File: src/hw/cfpe_pkg.sv
`default_nettype none
package cfpe_pkg;
	// ----------------------------------------
	// array geometry
	// ----------------------------------------
	localparam int SECTOR_BYTES = 1024;
	localparam int PAGE_BYTES = 64;
	localparam int SECTOR_AW = 10;
	localparam int PAGE_AW = 6;
	localparam int ADDR_W = 16;
	localparam int LOADER_BYTES = 512;
	localparam int DEF_SECTORS = 8;
	localparam logic [7:0] BOOT_LOW = 8'h00;
	localparam logic SEC_RESET = 1'b0;

	// ----------------------------------------
	// timing
	// ----------------------------------------
	localparam int T_OP_MAX_MS = 2;
	localparam int CLK_MHZ = 250;
	// longest time, so the count rounds down (exact here)
	localparam int OP_MAX_CYCLES = T_OP_MAX_MS * 1000 * CLK_MHZ;
	localparam int OP_CNT_W = 20;

	// ----------------------------------------
	// serial frame and crc
	// ----------------------------------------
	localparam int SER_FRAME_BITS = 28;
	localparam logic [31:0] CRC_INIT = 32'hffffffff;
	localparam logic [31:0] CRC_POLY = 32'hedb88320;

	// ----------------------------------------
	// commands, errors, states
	// ----------------------------------------
	typedef enum logic [3:0] {
		CMD_NOP = 4'h0, CMD_LOAD = 4'h1, CMD_PROG = 4'h2, CMD_ER_SECT = 4'h3,
		CMD_ER_PAGE = 4'h4, CMD_ER_BYTE = 4'h5, CMD_CRC_SECT = 4'h6,
		CMD_CRC_ALL = 4'h7, CMD_SEC_WR = 4'h8, CMD_BOOT_WR = 4'h9
	} cfpe_cmd_t;
	typedef enum logic [2:0] {
		ERR_NONE = 3'h0, ERR_LOW = 3'h1, ERR_SEC = 3'h2, ERR_BAD = 3'h3, ERR_EMPTY = 3'h4
	} cfpe_err_t;
	typedef enum logic [1:0] {
		EK_NONE = 2'h0, EK_SECTOR = 2'h1, EK_PAGE = 2'h2, EK_BYTE = 2'h3
	} cfpe_ekind_t;
	typedef enum logic [2:0] {
		ST_IDLE = 3'b001, ST_WORK = 3'b010, ST_CRC = 3'b100
	} cfpe_state_t;

	// request word, also the serial frame, msb first
	typedef struct packed {
		cfpe_cmd_t cmd;
		logic [15:0] addr;
		logic [7:0] data;
	} cfpe_req_t;
	typedef struct packed {
		logic busy;
		logic done;
		cfpe_err_t err;
	} cfpe_status_t;
endpackage
`default_nettype wire

File: src/hw/cfpe_ctrl.sv
`timescale 1ns/1ps
`default_nettype none
module cfpe_ctrl import cfpe_pkg::*; #(
	parameter int NUM_SECTORS = DEF_SECTORS,
	parameter int OP_CYCLES = OP_MAX_CYCLES
) (
	input wire logic core_clk,
	input wire logic rst,
	input wire logic req_valid,
	input wire cfpe_req_t req,
	output logic req_ready,
	input wire logic rd_valid,
	input wire logic [ADDR_W-1:0] rd_addr,
	output logic rd_ready,
	output logic rd_done,
	output logic [7:0] rd_data,
	output logic rd_refused,
	input wire logic in_circuit_serial_programming_clk,
	input wire logic in_circuit_serial_programming_data,
	input wire logic in_circuit_serial_programming_active,
	input wire logic flash_low_supply_guard,
	output logic [ADDR_W-1:0] arr_addr,
	output logic [8*PAGE_BYTES-1:0] arr_wdata,
	output logic [PAGE_BYTES-1:0] arr_wmask,
	output logic arr_prog,
	output logic arr_erase,
	output cfpe_ekind_t arr_erase_kind,
	input wire logic [7:0] arr_rdata,
	output var cfpe_status_t status,
	output logic [31:0] crc_result,
	output logic crc_valid,
	output logic [7:0] boot_vector,
	output logic [ADDR_W-1:0] boot_addr,
	output logic [NUM_SECTORS-1:0] sec_flags
);
	// ----------------------------------------
	// derived sizes
	// ----------------------------------------
	localparam int SW = $clog2(NUM_SECTORS);
	localparam logic [ADDR_W-1:0] TOTAL_A = ADDR_W'(NUM_SECTORS * SECTOR_BYTES);
	localparam logic [ADDR_W-1:0] SECT_LEN = ADDR_W'(SECTOR_BYTES);
	localparam logic [ADDR_W-1:0] LOADER_BASE = ADDR_W'(NUM_SECTORS * SECTOR_BYTES - LOADER_BYTES);
	localparam logic [OP_CNT_W-1:0] OP_LAST = OP_CNT_W'(OP_CYCLES - 1);
	localparam logic [4:0] SER_LAST = 5'(SER_FRAME_BITS - 1);

	// refuse shapes the decode cannot serve
	if (!(NUM_SECTORS inside {2, 4, 8}) || OP_CYCLES < 1 || OP_CYCLES > OP_MAX_CYCLES) begin : g_bad
		$error("cfpe_ctrl: unsupported NUM_SECTORS or OP_CYCLES");
	end

	// ----------------------------------------
	// pin synchronisers
	// ----------------------------------------
	logic low_meta, low_s; // supply detector
	logic sclk_meta, sclk_s, sclk_q; // serial clock
	logic sdat_meta, sdat_s; // serial data
	logic sact_meta, sact_s; // frame enable
	always_ff @(posedge core_clk) begin
		if (rst) begin
			{low_meta, low_s, sclk_meta, sclk_s, sdat_meta, sdat_s} <= 6'h00;
			{sact_meta, sact_s} <= 2'h0;
		end else begin
			low_meta <= flash_low_supply_guard;
			low_s <= low_meta;
			sclk_meta <= in_circuit_serial_programming_clk;
			sclk_s <= sclk_meta;
			sdat_meta <= in_circuit_serial_programming_data;
			sdat_s <= sdat_meta;
			sact_meta <= in_circuit_serial_programming_active;
			sact_s <= sact_meta;
		end
	end

	// ----------------------------------------
	// state and shared signals
	// ----------------------------------------
	cfpe_state_t st;
	cfpe_cmd_t op_cmd; // command in flight
	cfpe_err_t next_err;
	logic op_done; // one-cycle end pulse
	cfpe_err_t op_err; // outcome, held until next take
	cfpe_req_t cur, ser_req;
	logic [SER_FRAME_BITS-1:0] ser_sh;
	logic [4:0] ser_cnt;
	logic ser_pend, ser_rise;
	logic idle, take_ser, take, rd_take, go_work, go_crc, prog_end;
	logic [OP_CNT_W-1:0] op_cnt;
	logic [ADDR_W-1:0] work_addr, iss_left, fed_left;
	cfpe_ekind_t work_kind;
	logic [SW-1:0] cur_sec;
	logic in_rng, secured, iss, crc_p1, crc_fin;
	logic [7:0] pbuf [PAGE_BYTES];
	logic [PAGE_BYTES-1:0] loaded;
	logic rd_p0, rd_p1, rd_bad0, rd_bad1;

	// ----------------------------------------
	// serial programming frame receiver
	// ----------------------------------------
	assign ser_rise = sclk_s & ~sclk_q;
	// one frame stays pending; a later frame is dropped until it is taken
	always_ff @(posedge core_clk) begin
		if (rst) begin
			sclk_q <= 1'b0;
			ser_sh <= '0;
			ser_cnt <= 5'h00;
			ser_pend <= 1'b0;
			ser_req <= '0;
		end else begin
			sclk_q <= sclk_s;
			if (take_ser) begin
				ser_pend <= 1'b0;
			end
			if (!sact_s) begin
				ser_cnt <= 5'h00; // framing restarts
			end else if (ser_rise) begin
				ser_sh <= {ser_sh[SER_FRAME_BITS-2:0], sdat_s};
				if (ser_cnt == SER_LAST) begin
					ser_cnt <= 5'h00;
					if (!ser_pend || take_ser) begin
						ser_pend <= 1'b1; // set wins over take
						ser_req <= cfpe_req_t'({ser_sh[SER_FRAME_BITS-2:0], sdat_s});
					end
				end else begin
					ser_cnt <= ser_cnt + 5'h01;
				end
			end
		end
	end

	// ----------------------------------------
	// arbitration: serial first, then calls, then reads
	// ----------------------------------------
	assign idle = (st == ST_IDLE);
	assign take_ser = idle & ser_pend;
	assign take = take_ser | (idle & req_valid);
	assign cur = take_ser ? ser_req : req;
	assign req_ready = idle & ~ser_pend;
	assign rd_ready = idle & ~ser_pend & ~req_valid;
	assign rd_take = rd_valid & rd_ready;

	// ----------------------------------------
	// decode of the fixed routine set
	// ----------------------------------------
	assign cur_sec = cur.addr[SECTOR_AW +: SW];
	assign in_rng = cur.addr < TOTAL_A;
	assign secured = sec_flags[cur_sec];
	always_comb begin
		next_err = ERR_NONE;
		go_work = 1'b0;
		go_crc = 1'b0;
		work_kind = EK_NONE;
		work_addr = {cur.addr[ADDR_W-1:PAGE_AW], 6'h00};
		case (cur.cmd)
			CMD_LOAD: begin
				if (!in_rng) next_err = ERR_BAD;
			end
			CMD_PROG, CMD_ER_PAGE, CMD_ER_BYTE, CMD_ER_SECT, CMD_SEC_WR: begin
				// priority: range, supply, security, empty buffer
				if (!in_rng) next_err = ERR_BAD;
				else if (low_s) next_err = ERR_LOW;
				else if (secured && cur.cmd != CMD_ER_SECT && cur.cmd != CMD_SEC_WR)
					next_err = ERR_SEC;
				else if (cur.cmd == CMD_PROG && loaded == '0) next_err = ERR_EMPTY;
				else go_work = (cur.cmd != CMD_SEC_WR);
				if (cur.cmd == CMD_ER_SECT) begin
					work_kind = EK_SECTOR;
					work_addr = {cur.addr[ADDR_W-1:SECTOR_AW], 10'h000};
				end else if (cur.cmd == CMD_ER_PAGE) begin
					work_kind = EK_PAGE;
				end else if (cur.cmd == CMD_ER_BYTE) begin
					work_kind = EK_BYTE;
					work_addr = cur.addr;
				end
			end
			CMD_CRC_SECT: begin
				if (!in_rng) next_err = ERR_BAD;
				else go_crc = 1'b1;
			end
			CMD_CRC_ALL: go_crc = 1'b1;
			CMD_BOOT_WR: next_err = ERR_NONE;
			default: next_err = ERR_BAD; // unknown routine
		endcase
	end

	// ----------------------------------------
	// sequencer: timed strobes, crc walk, reads
	// ----------------------------------------
	assign prog_end = (st == ST_WORK) && !low_s && (op_cnt == OP_LAST);
	assign crc_fin = (st == ST_CRC) && crc_p1 && (fed_left == 16'h0001);
	always_ff @(posedge core_clk) begin
		if (rst) begin
			st <= ST_IDLE;
			op_cmd <= CMD_NOP;
			op_cnt <= '0;
			arr_addr <= 16'h0000;
			arr_prog <= 1'b0;
			arr_erase <= 1'b0;
			arr_erase_kind <= EK_NONE;
			op_done <= 1'b0;
			op_err <= ERR_NONE;
			iss <= 1'b0;
			iss_left <= 16'h0000;
			fed_left <= 16'h0000;
		end else begin
			op_done <= 1'b0;
			iss <= 1'b0;
			case (st)
				ST_IDLE: begin
					if (take) begin
						op_cmd <= cur.cmd;
						op_cnt <= '0;
						op_err <= next_err;
						if (go_work) begin
							st <= ST_WORK; // busy from here
							arr_addr <= work_addr;
							arr_prog <= (cur.cmd == CMD_PROG);
							arr_erase <= (cur.cmd != CMD_PROG);
							arr_erase_kind <= work_kind;
						end else if (go_crc) begin
							st <= ST_CRC;
							iss <= 1'b1;
							arr_addr <= (cur.cmd == CMD_CRC_ALL) ? 16'h0000 :
								{cur.addr[ADDR_W-1:SECTOR_AW], 10'h000};
							iss_left <= ((cur.cmd == CMD_CRC_ALL) ? TOTAL_A : SECT_LEN) - 16'h0001;
							fed_left <= (cur.cmd == CMD_CRC_ALL) ? TOTAL_A : SECT_LEN;
						end else begin
							op_done <= 1'b1; // immediate or rejected
						end
					end else if (rd_take) begin
						arr_addr <= rd_addr;
					end
				end
				ST_WORK: begin
					if (low_s || op_cnt == OP_LAST) begin
						// supply loss aborts at once
						st <= ST_IDLE;
						arr_prog <= 1'b0;
						arr_erase <= 1'b0;
						arr_erase_kind <= EK_NONE;
						op_done <= 1'b1;
						if (low_s) op_err <= ERR_LOW;
					end else begin
						op_cnt <= op_cnt + 20'h00001;
					end
				end
				ST_CRC: begin
					if (iss_left != 16'h0000) begin
						iss <= 1'b1;
						arr_addr <= arr_addr + 16'h0001;
						iss_left <= iss_left - 16'h0001;
					end
					if (crc_p1) fed_left <= fed_left - 16'h0001;
					if (crc_fin) begin
						st <= ST_IDLE;
						op_done <= 1'b1;
					end
				end
				default: st <= ST_IDLE;
			endcase
		end
	end
	// one driver for the whole status word; busy follows the state at once
	assign status = '{busy: !idle, done: op_done, err: op_err};

	// ----------------------------------------
	// page buffer
	// ----------------------------------------
	always_ff @(posedge core_clk) begin
		if (rst) begin
			loaded <= '0;
			for (int i = 0; i < PAGE_BYTES; i++) pbuf[i] <= 8'h00;
		end else if (take && cur.cmd == CMD_LOAD && next_err == ERR_NONE) begin
			pbuf[cur.addr[PAGE_AW-1:0]] <= cur.data;
			loaded[cur.addr[PAGE_AW-1:0]] <= 1'b1;
		end else if (prog_end && op_cmd == CMD_PROG) begin
			loaded <= '0; // buffer spent; aborted program keeps it
		end
	end
	for (genvar g = 0; g < PAGE_BYTES; g++) begin : g_wdata
		assign arr_wdata[g*8 +: 8] = pbuf[g];
	end
	assign arr_wmask = loaded;

	// ----------------------------------------
	// security bits and boot vector
	// ----------------------------------------
	always_ff @(posedge core_clk) begin
		if (rst) begin
			sec_flags <= {NUM_SECTORS{SEC_RESET}};
			boot_vector <= LOADER_BASE[ADDR_W-1:8];
		end else begin
			if (take && cur.cmd == CMD_SEC_WR && next_err == ERR_NONE)
				sec_flags[cur_sec] <= cur.data[0];
			// a finished sector erase also lifts that sector's lock
			if (prog_end && op_cmd == CMD_ER_SECT)
				sec_flags[arr_addr[SECTOR_AW +: SW]] <= 1'b0;
			if (take && cur.cmd == CMD_BOOT_WR)
				boot_vector <= cur.data;
		end
	end
	assign boot_addr = {boot_vector, BOOT_LOW};

	// ----------------------------------------
	// table reads, three edges from take to answer
	// ----------------------------------------
	always_ff @(posedge core_clk) begin
		if (rst) begin
			{rd_p0, rd_p1, rd_bad0, rd_bad1, rd_done, rd_refused} <= 6'h00;
			rd_data <= 8'h00;
		end else begin
			rd_p0 <= rd_take;
			rd_bad0 <= (rd_addr >= TOTAL_A) || sec_flags[rd_addr[SECTOR_AW +: SW]];
			rd_p1 <= rd_p0;
			rd_bad1 <= rd_bad0;
			rd_done <= rd_p1;
			rd_refused <= rd_p1 & rd_bad1;
			if (rd_p1) rd_data <= rd_bad1 ? 8'h00 : arr_rdata;
		end
	end

	// ----------------------------------------
	// crc engine
	// ----------------------------------------
	always_ff @(posedge core_clk) begin
		if (rst) begin
			crc_p1 <= 1'b0;
			crc_valid <= 1'b0;
		end else begin
			crc_p1 <= iss; // array answers one edge after address
			if (take && go_crc) crc_valid <= 1'b0;
			else if (crc_fin) crc_valid <= 1'b1;
		end
	end
	cfpe_crc32 u_crc (
		.core_clk(core_clk),
		.rst(rst),
		.clear(take && go_crc),
		.en(crc_p1),
		.data_in(arr_rdata),
		.crc(crc_result)
	);

	// ----------------------------------------
	// assertions
	// ----------------------------------------
	logic [OP_CNT_W-1:0] str_cnt; // strobe run length
	always_ff @(posedge core_clk) begin
		if (rst) str_cnt <= '0;
		else str_cnt <= (arr_prog || arr_erase) ? str_cnt + 20'h00001 : '0;
	end
endmodule
`default_nettype wire

File: src/hw/cfpe_crc32.sv
`timescale 1ns/1ps
`default_nettype none
module cfpe_crc32 import cfpe_pkg::*; (
	input wire logic core_clk,
	input wire logic rst,
	input wire logic clear,
	input wire logic en,
	input wire logic [7:0] data_in,
	output logic [31:0] crc
);
	// ----------------------------------------
	// one byte step, lsb first, reflected
	// ----------------------------------------
	function automatic logic [31:0] crc_step(input logic [31:0] c, input logic [7:0] d);
		logic [31:0] r;
		r = c;
		for (int i = 0; i < 8; i++) begin
			// shift out one bit, fold poly on mismatch
			r = (r[0] ^ d[i]) ? ((r >> 1) ^ CRC_POLY) : (r >> 1);
		end
		return r;
	endfunction

	// ----------------------------------------
	// running remainder, no final inversion
	// ----------------------------------------
	always_ff @(posedge core_clk) begin
		if (rst) begin
			crc <= CRC_INIT;
		end else if (clear) begin
			crc <= CRC_INIT; // clear beats data
		end else if (en) begin
			crc <= crc_step(crc, data_in);
		end
	end
endmodule
`default_nettype wire

File: config.mk
export PLATFORM = sky130hd
export DESIGN_NAME = cfpe_ctrl
export DESIGN_NICKNAME = d
export VERILOG_FILES = /design/src/hw/cfpe_pkg.sv /design/src/hw/cfpe_ctrl.sv /design/src/hw/cfpe_crc32.sv
export SDC_FILE = /design/constraint.sdc
export NUM_CORES = 1
export LEC_CHECK = 0
export BUFFER_PORTS_ARGS = -buffer_cell sky130_fd_sc_hd__buf_2
export CAP_MARGIN = 20
export CORE_AREA = 2 2 286 288
export DETAILED_ROUTE_END_ITERATION = 12
export DIE_AREA = 0 0 288 290
export PLACE_DENSITY = 0.75
export SYNTH_ARGS = -nofsm -noshare
export SYNTH_HDL_FRONTEND = slang
export SYNTH_SLANG_ARGS = --single-unit
File: constraint.sdc
create_clock -name core_clk -period 6 [get_ports core_clk]
set_input_delay 0.3 -clock core_clk [delete_from_list [all_inputs] [get_ports core_clk]]
set_output_delay 0.3 -clock core_clk [all_outputs]
set_load 0.01 [all_outputs]
==> reports/qor.yml <==
status: "complete, no violations"
p_int_mw: 9.42
wl_met1_um: 43000
rows: 104
area_growth_pct: 24.3
slew_headroom_pct: 19.6
max_slew.worst_pin.slew_ns: 1.19
fp.dieW_um: 288
highest-signal-layer: "met5"
ys.warnings.count: 0
cp-start-kind: "register"
die_y_um: 290
wl_um: 116000
overflow: 0
totalNegativeSetupSlack_ns: 0
clk_pin_slew_ns: 0.06
worst_path_largest_cell_delay_ns: 0.83
grt.total_usage_pct: 26.8
first_pass_iters: 6
min_period_over_period_pct: 81.0
min_path_type: "in2reg"
initial_utilization_pct: 40.4
dominantRegCellSynth: "edfxtp_1"
cp_cell_sequence: "nand4bb_4 -> mux2_4 -> o32ai_4 -> nand3_2 -> buf_4 -> o21ai_0"
p_leak_nw: 15.3
post_layout_nonfiller_instances: 4710
numCtsBuffers: 86
finalSetupViolations: 0
cts_sinks: 794
fin_skew_ns: 0.0299
clock_power_share_pct: 41.6
dp.cells: 4492
sw_frac_of_total_pct: 25.9
cts_resized: 0
met2WireLength_um: 54500
drt_iter0_markers: 3144
critical_path_required_ns: 6.27
grt_max_degree: 96
via_count: 26700
synth_area_per_cell_um2: 11.1
wl_per_cell_um: 24.6
rsz0062_at_grt: "no"
grt_pass1_vias: 24600
slowest_stage: "o21ai_0"
hold_violations: 0
layout-drive-gt1-share_pct: 28.0
seqPwrFrac_pct: 48.3
clk_path_buf_depth: 3
syn-cell-area_um2: 32400
p_comb_share_pct: 10.1
drv_slew: 0
synth_cells: 2918
clk-insertion-delay-late_ns: 0.67
period_minus_slack_ns: 4.86
vias_per_cell: 5.66
power_mw: 12.7
postCtsSetupRepairBufs: 0
crit_path_max_fanout: 31
cts_tree: "built"
core_um2: 80200
nets: 3637
synth.distinct_cells: 79
io_buffers: 729
post-dp-hpwl_um: 80400
cts-htree-levels: 3
crit_path_end_kind: "register"
worstPathArrival_ns: 5.13
peakVddDrop_mv: 0.238
dieArea_um2: 83500
io_pins: 738
grt_pass1_wl_um: 167000
drtAntennaViolNets: 0
gp_congestion: 0.959
p_sw_mw: 3.28
drc_errors: 0
cap_violations: 0
antenna_found_initial: 13
synth_edf_count: 512
powerDensity_nw_per_um2: 315
critical_path_class: "reg2reg"
async_reset_ff_share_pct: 0
cts_root_buffer: "clkbuf_16"
max_clock_freq_mhz: 206
wl_met3_um: 11900
ys_seq_area_share_pct: 64.8
synth_seq_cells: 794
## metal layers
metal	vias up	GRT usage, %
li1	11900	-
met1	12800	33.7
met2	1626	43.5
met3	281	5.88
met4	6	13.8
met5	-	0
## worst max-delay path: cells and delay by family, from the launching register on
kind            cells  cell delay (ns)
buf+inv             1             0.47
simple gates        2             1.24
flops               1             0.63
compound gates      2             1.58
mux                 1             0.51
## cell usage after synthesis (all sizes together) (6+ instances only)
| cell | count | area (µm²) |
|---|---|---|
| mux2i | 42 | 424 |
| inv | 26 | 97.6 |
| o311ai | 6 | 52.6 |
| a211oi | 13 | 108 |
| o21ai | 205 | 1030 |
| o22ai | 8 | 50.1 |
| nand2b | 11 | 68.8 |
| a221oi | 9 | 97.6 |
| o211ai | 6 | 50.1 |
| edfxtp | 512 | 15400 |
| buf | 49 | 298 |
| and3 | 16 | 100 |
| mux2 | 9 | 116 |
| nand3b | 14 | 105 |
| nand4 | 31 | 194 |
| nor2b | 21 | 131 |
| a211o | 7 | 61.3 |
| clkbuf | 245 | 920 |
| xnor2 | 77 | 682 |
| xor2 | 37 | 324 |
| a31oi | 19 | 119 |
| or4 | 6 | 45.0 |
| o32ai | 7 | 80.1 |
| dfxtp | 282 | 5650 |
| ha | 6 | 75.1 |
| nand3 | 36 | 180 |
| o31ai | 6 | 45.0 |
| nor4 | 54 | 353 |
| nor3b | 7 | 52.6 |
| o221ai | 7 | 61.3 |
| nand2 | 343 | 1290 |
| nor2 | 90 | 338 |
| or3 | 10 | 62.6 |
| a21oi | 120 | 601 |
| nor3 | 522 | 2620 |
## flip-flops by register name, summed over array words and instances (netlist names), 2 cells and up
name / count
op_cmd: 4
arr_erase_kind: 2
op_cnt: 20
sec_flags: 8
ser_cnt: 5
iss_left: 16
arr_addr: 16
fed_left: 16
ser_sh: 27
op_err: 3
arr_wmask: 64
ser_req: 28
rd_data: 8
boot_vector: 8
pbuf: 512
u_crc.crc: 32
st: 3
## final timing paths
path | start | to | slack (ns) | cells past startpoint
worst max register to register | ser_pend$_SDFF_PP0_ | pbuf[2][4]$_SDFFCE_PN0P_ | 1.14 | 6
worst min register to register | sact_meta$_SDFF_PP0_ | sact_s$_SDFF_PP0_ | 0.43 | 1
worst max-delay path | ser_pend$_SDFF_PP0_ | pbuf[2][4]$_SDFFCE_PN0P_ | 1.14 | 6
worst min-delay path | req[16] | arr_addr[8]$_SDFFE_PP0P_ | 0.04 | 3
## cell usage in the layout, fill, tap and decap left out, types with 37 or more instances in the layout
cell type / netlist / final
dfxtp_1: 282 / 281
xor2_1: 37 / 37
edfxtp_1: 512 / 512
buf_4: 20 / 66
o21ai_0: 199 / 195
nor4_1: 53 / 52
clkbuf_16: 0 / 86
nand2_1: 343 / 342
xnor2_1: 76 / 76
a21oi_1: 120 / 117
nor2_1: 90 / 89
buf_2: 7 / 745
nor3_1: 521 / 521
## cell type report
| cell class | instances | area [µm²] |
|---|---|---|
| multi-input combinational | 1811 | 10300 |
| antenna | 8 | 20.0 |
| sequential | 794 | 21000 |
| clock inverter | 42 | 479 |
| clock buffer | 117 | 2340 |
| fill | 7011 | 39900 |
| inverter | 26 | 100 |
| timing repair buffer | 852 | 4690 |
| tap | 1060 | 1330 |
## logic make-up (layout without fill, tap and decap cells)
group,count (synthesis),after routing,share of synthesized area [%]
xor+xnor,114,114,3.10
other cells,1,16,0.0116
simple gates,1180,1180,17.5
fa+ha+maj,7,7,0.262
mux,53,53,1.81
buf+inv,320,1037,4.06
compound gates,449,449,8.39
flops,794,794,64.8
## per-stage QoR
| step | setup WS [ns] | utilization [%] | hold slack [ns] | area (µm²) |
|---|---|---|---|---|
| after floorplan | 2.77 | - | 0.414 | 32400 |
| after global placement | 1.38 | 46.2 | 0.424 | 37000 |
| after detailed placement | 1.23 | 46.2 | 0.426 | 37000 |
| after CTS | 1.21 | 50.0 | 0.00893 | 40100 |
| after global routing | 0.872 | 50.3 | 0.0520 | 40300 |
| final | 1.14 | 50.3 | 0.0382 | 40300 |
## power groups by stage
stage | logic, mW | clock network [mW] | registers (mW)
3_3_place_gp | 1.23 | 0 | 6.25
2_1_floorplan | 0.697 | 0 | 6.29
4_1_cts | 1.26 | 5.32 | 6.14
5_1_grt | 1.37 | 5.54 | 6.15
6_report | 1.28 | 5.28 | 6.14
3_5_place_dp | 1.24 | 0 | 6.25
## repair_timing
item | in CTS | in global routing
hold buffers | 22 | 0
endpoints found under the setup margin | 0 | 0
endpoints found under the hold margin | 20 | 0
No activity file was read; power rests on OpenSTA's default activity.
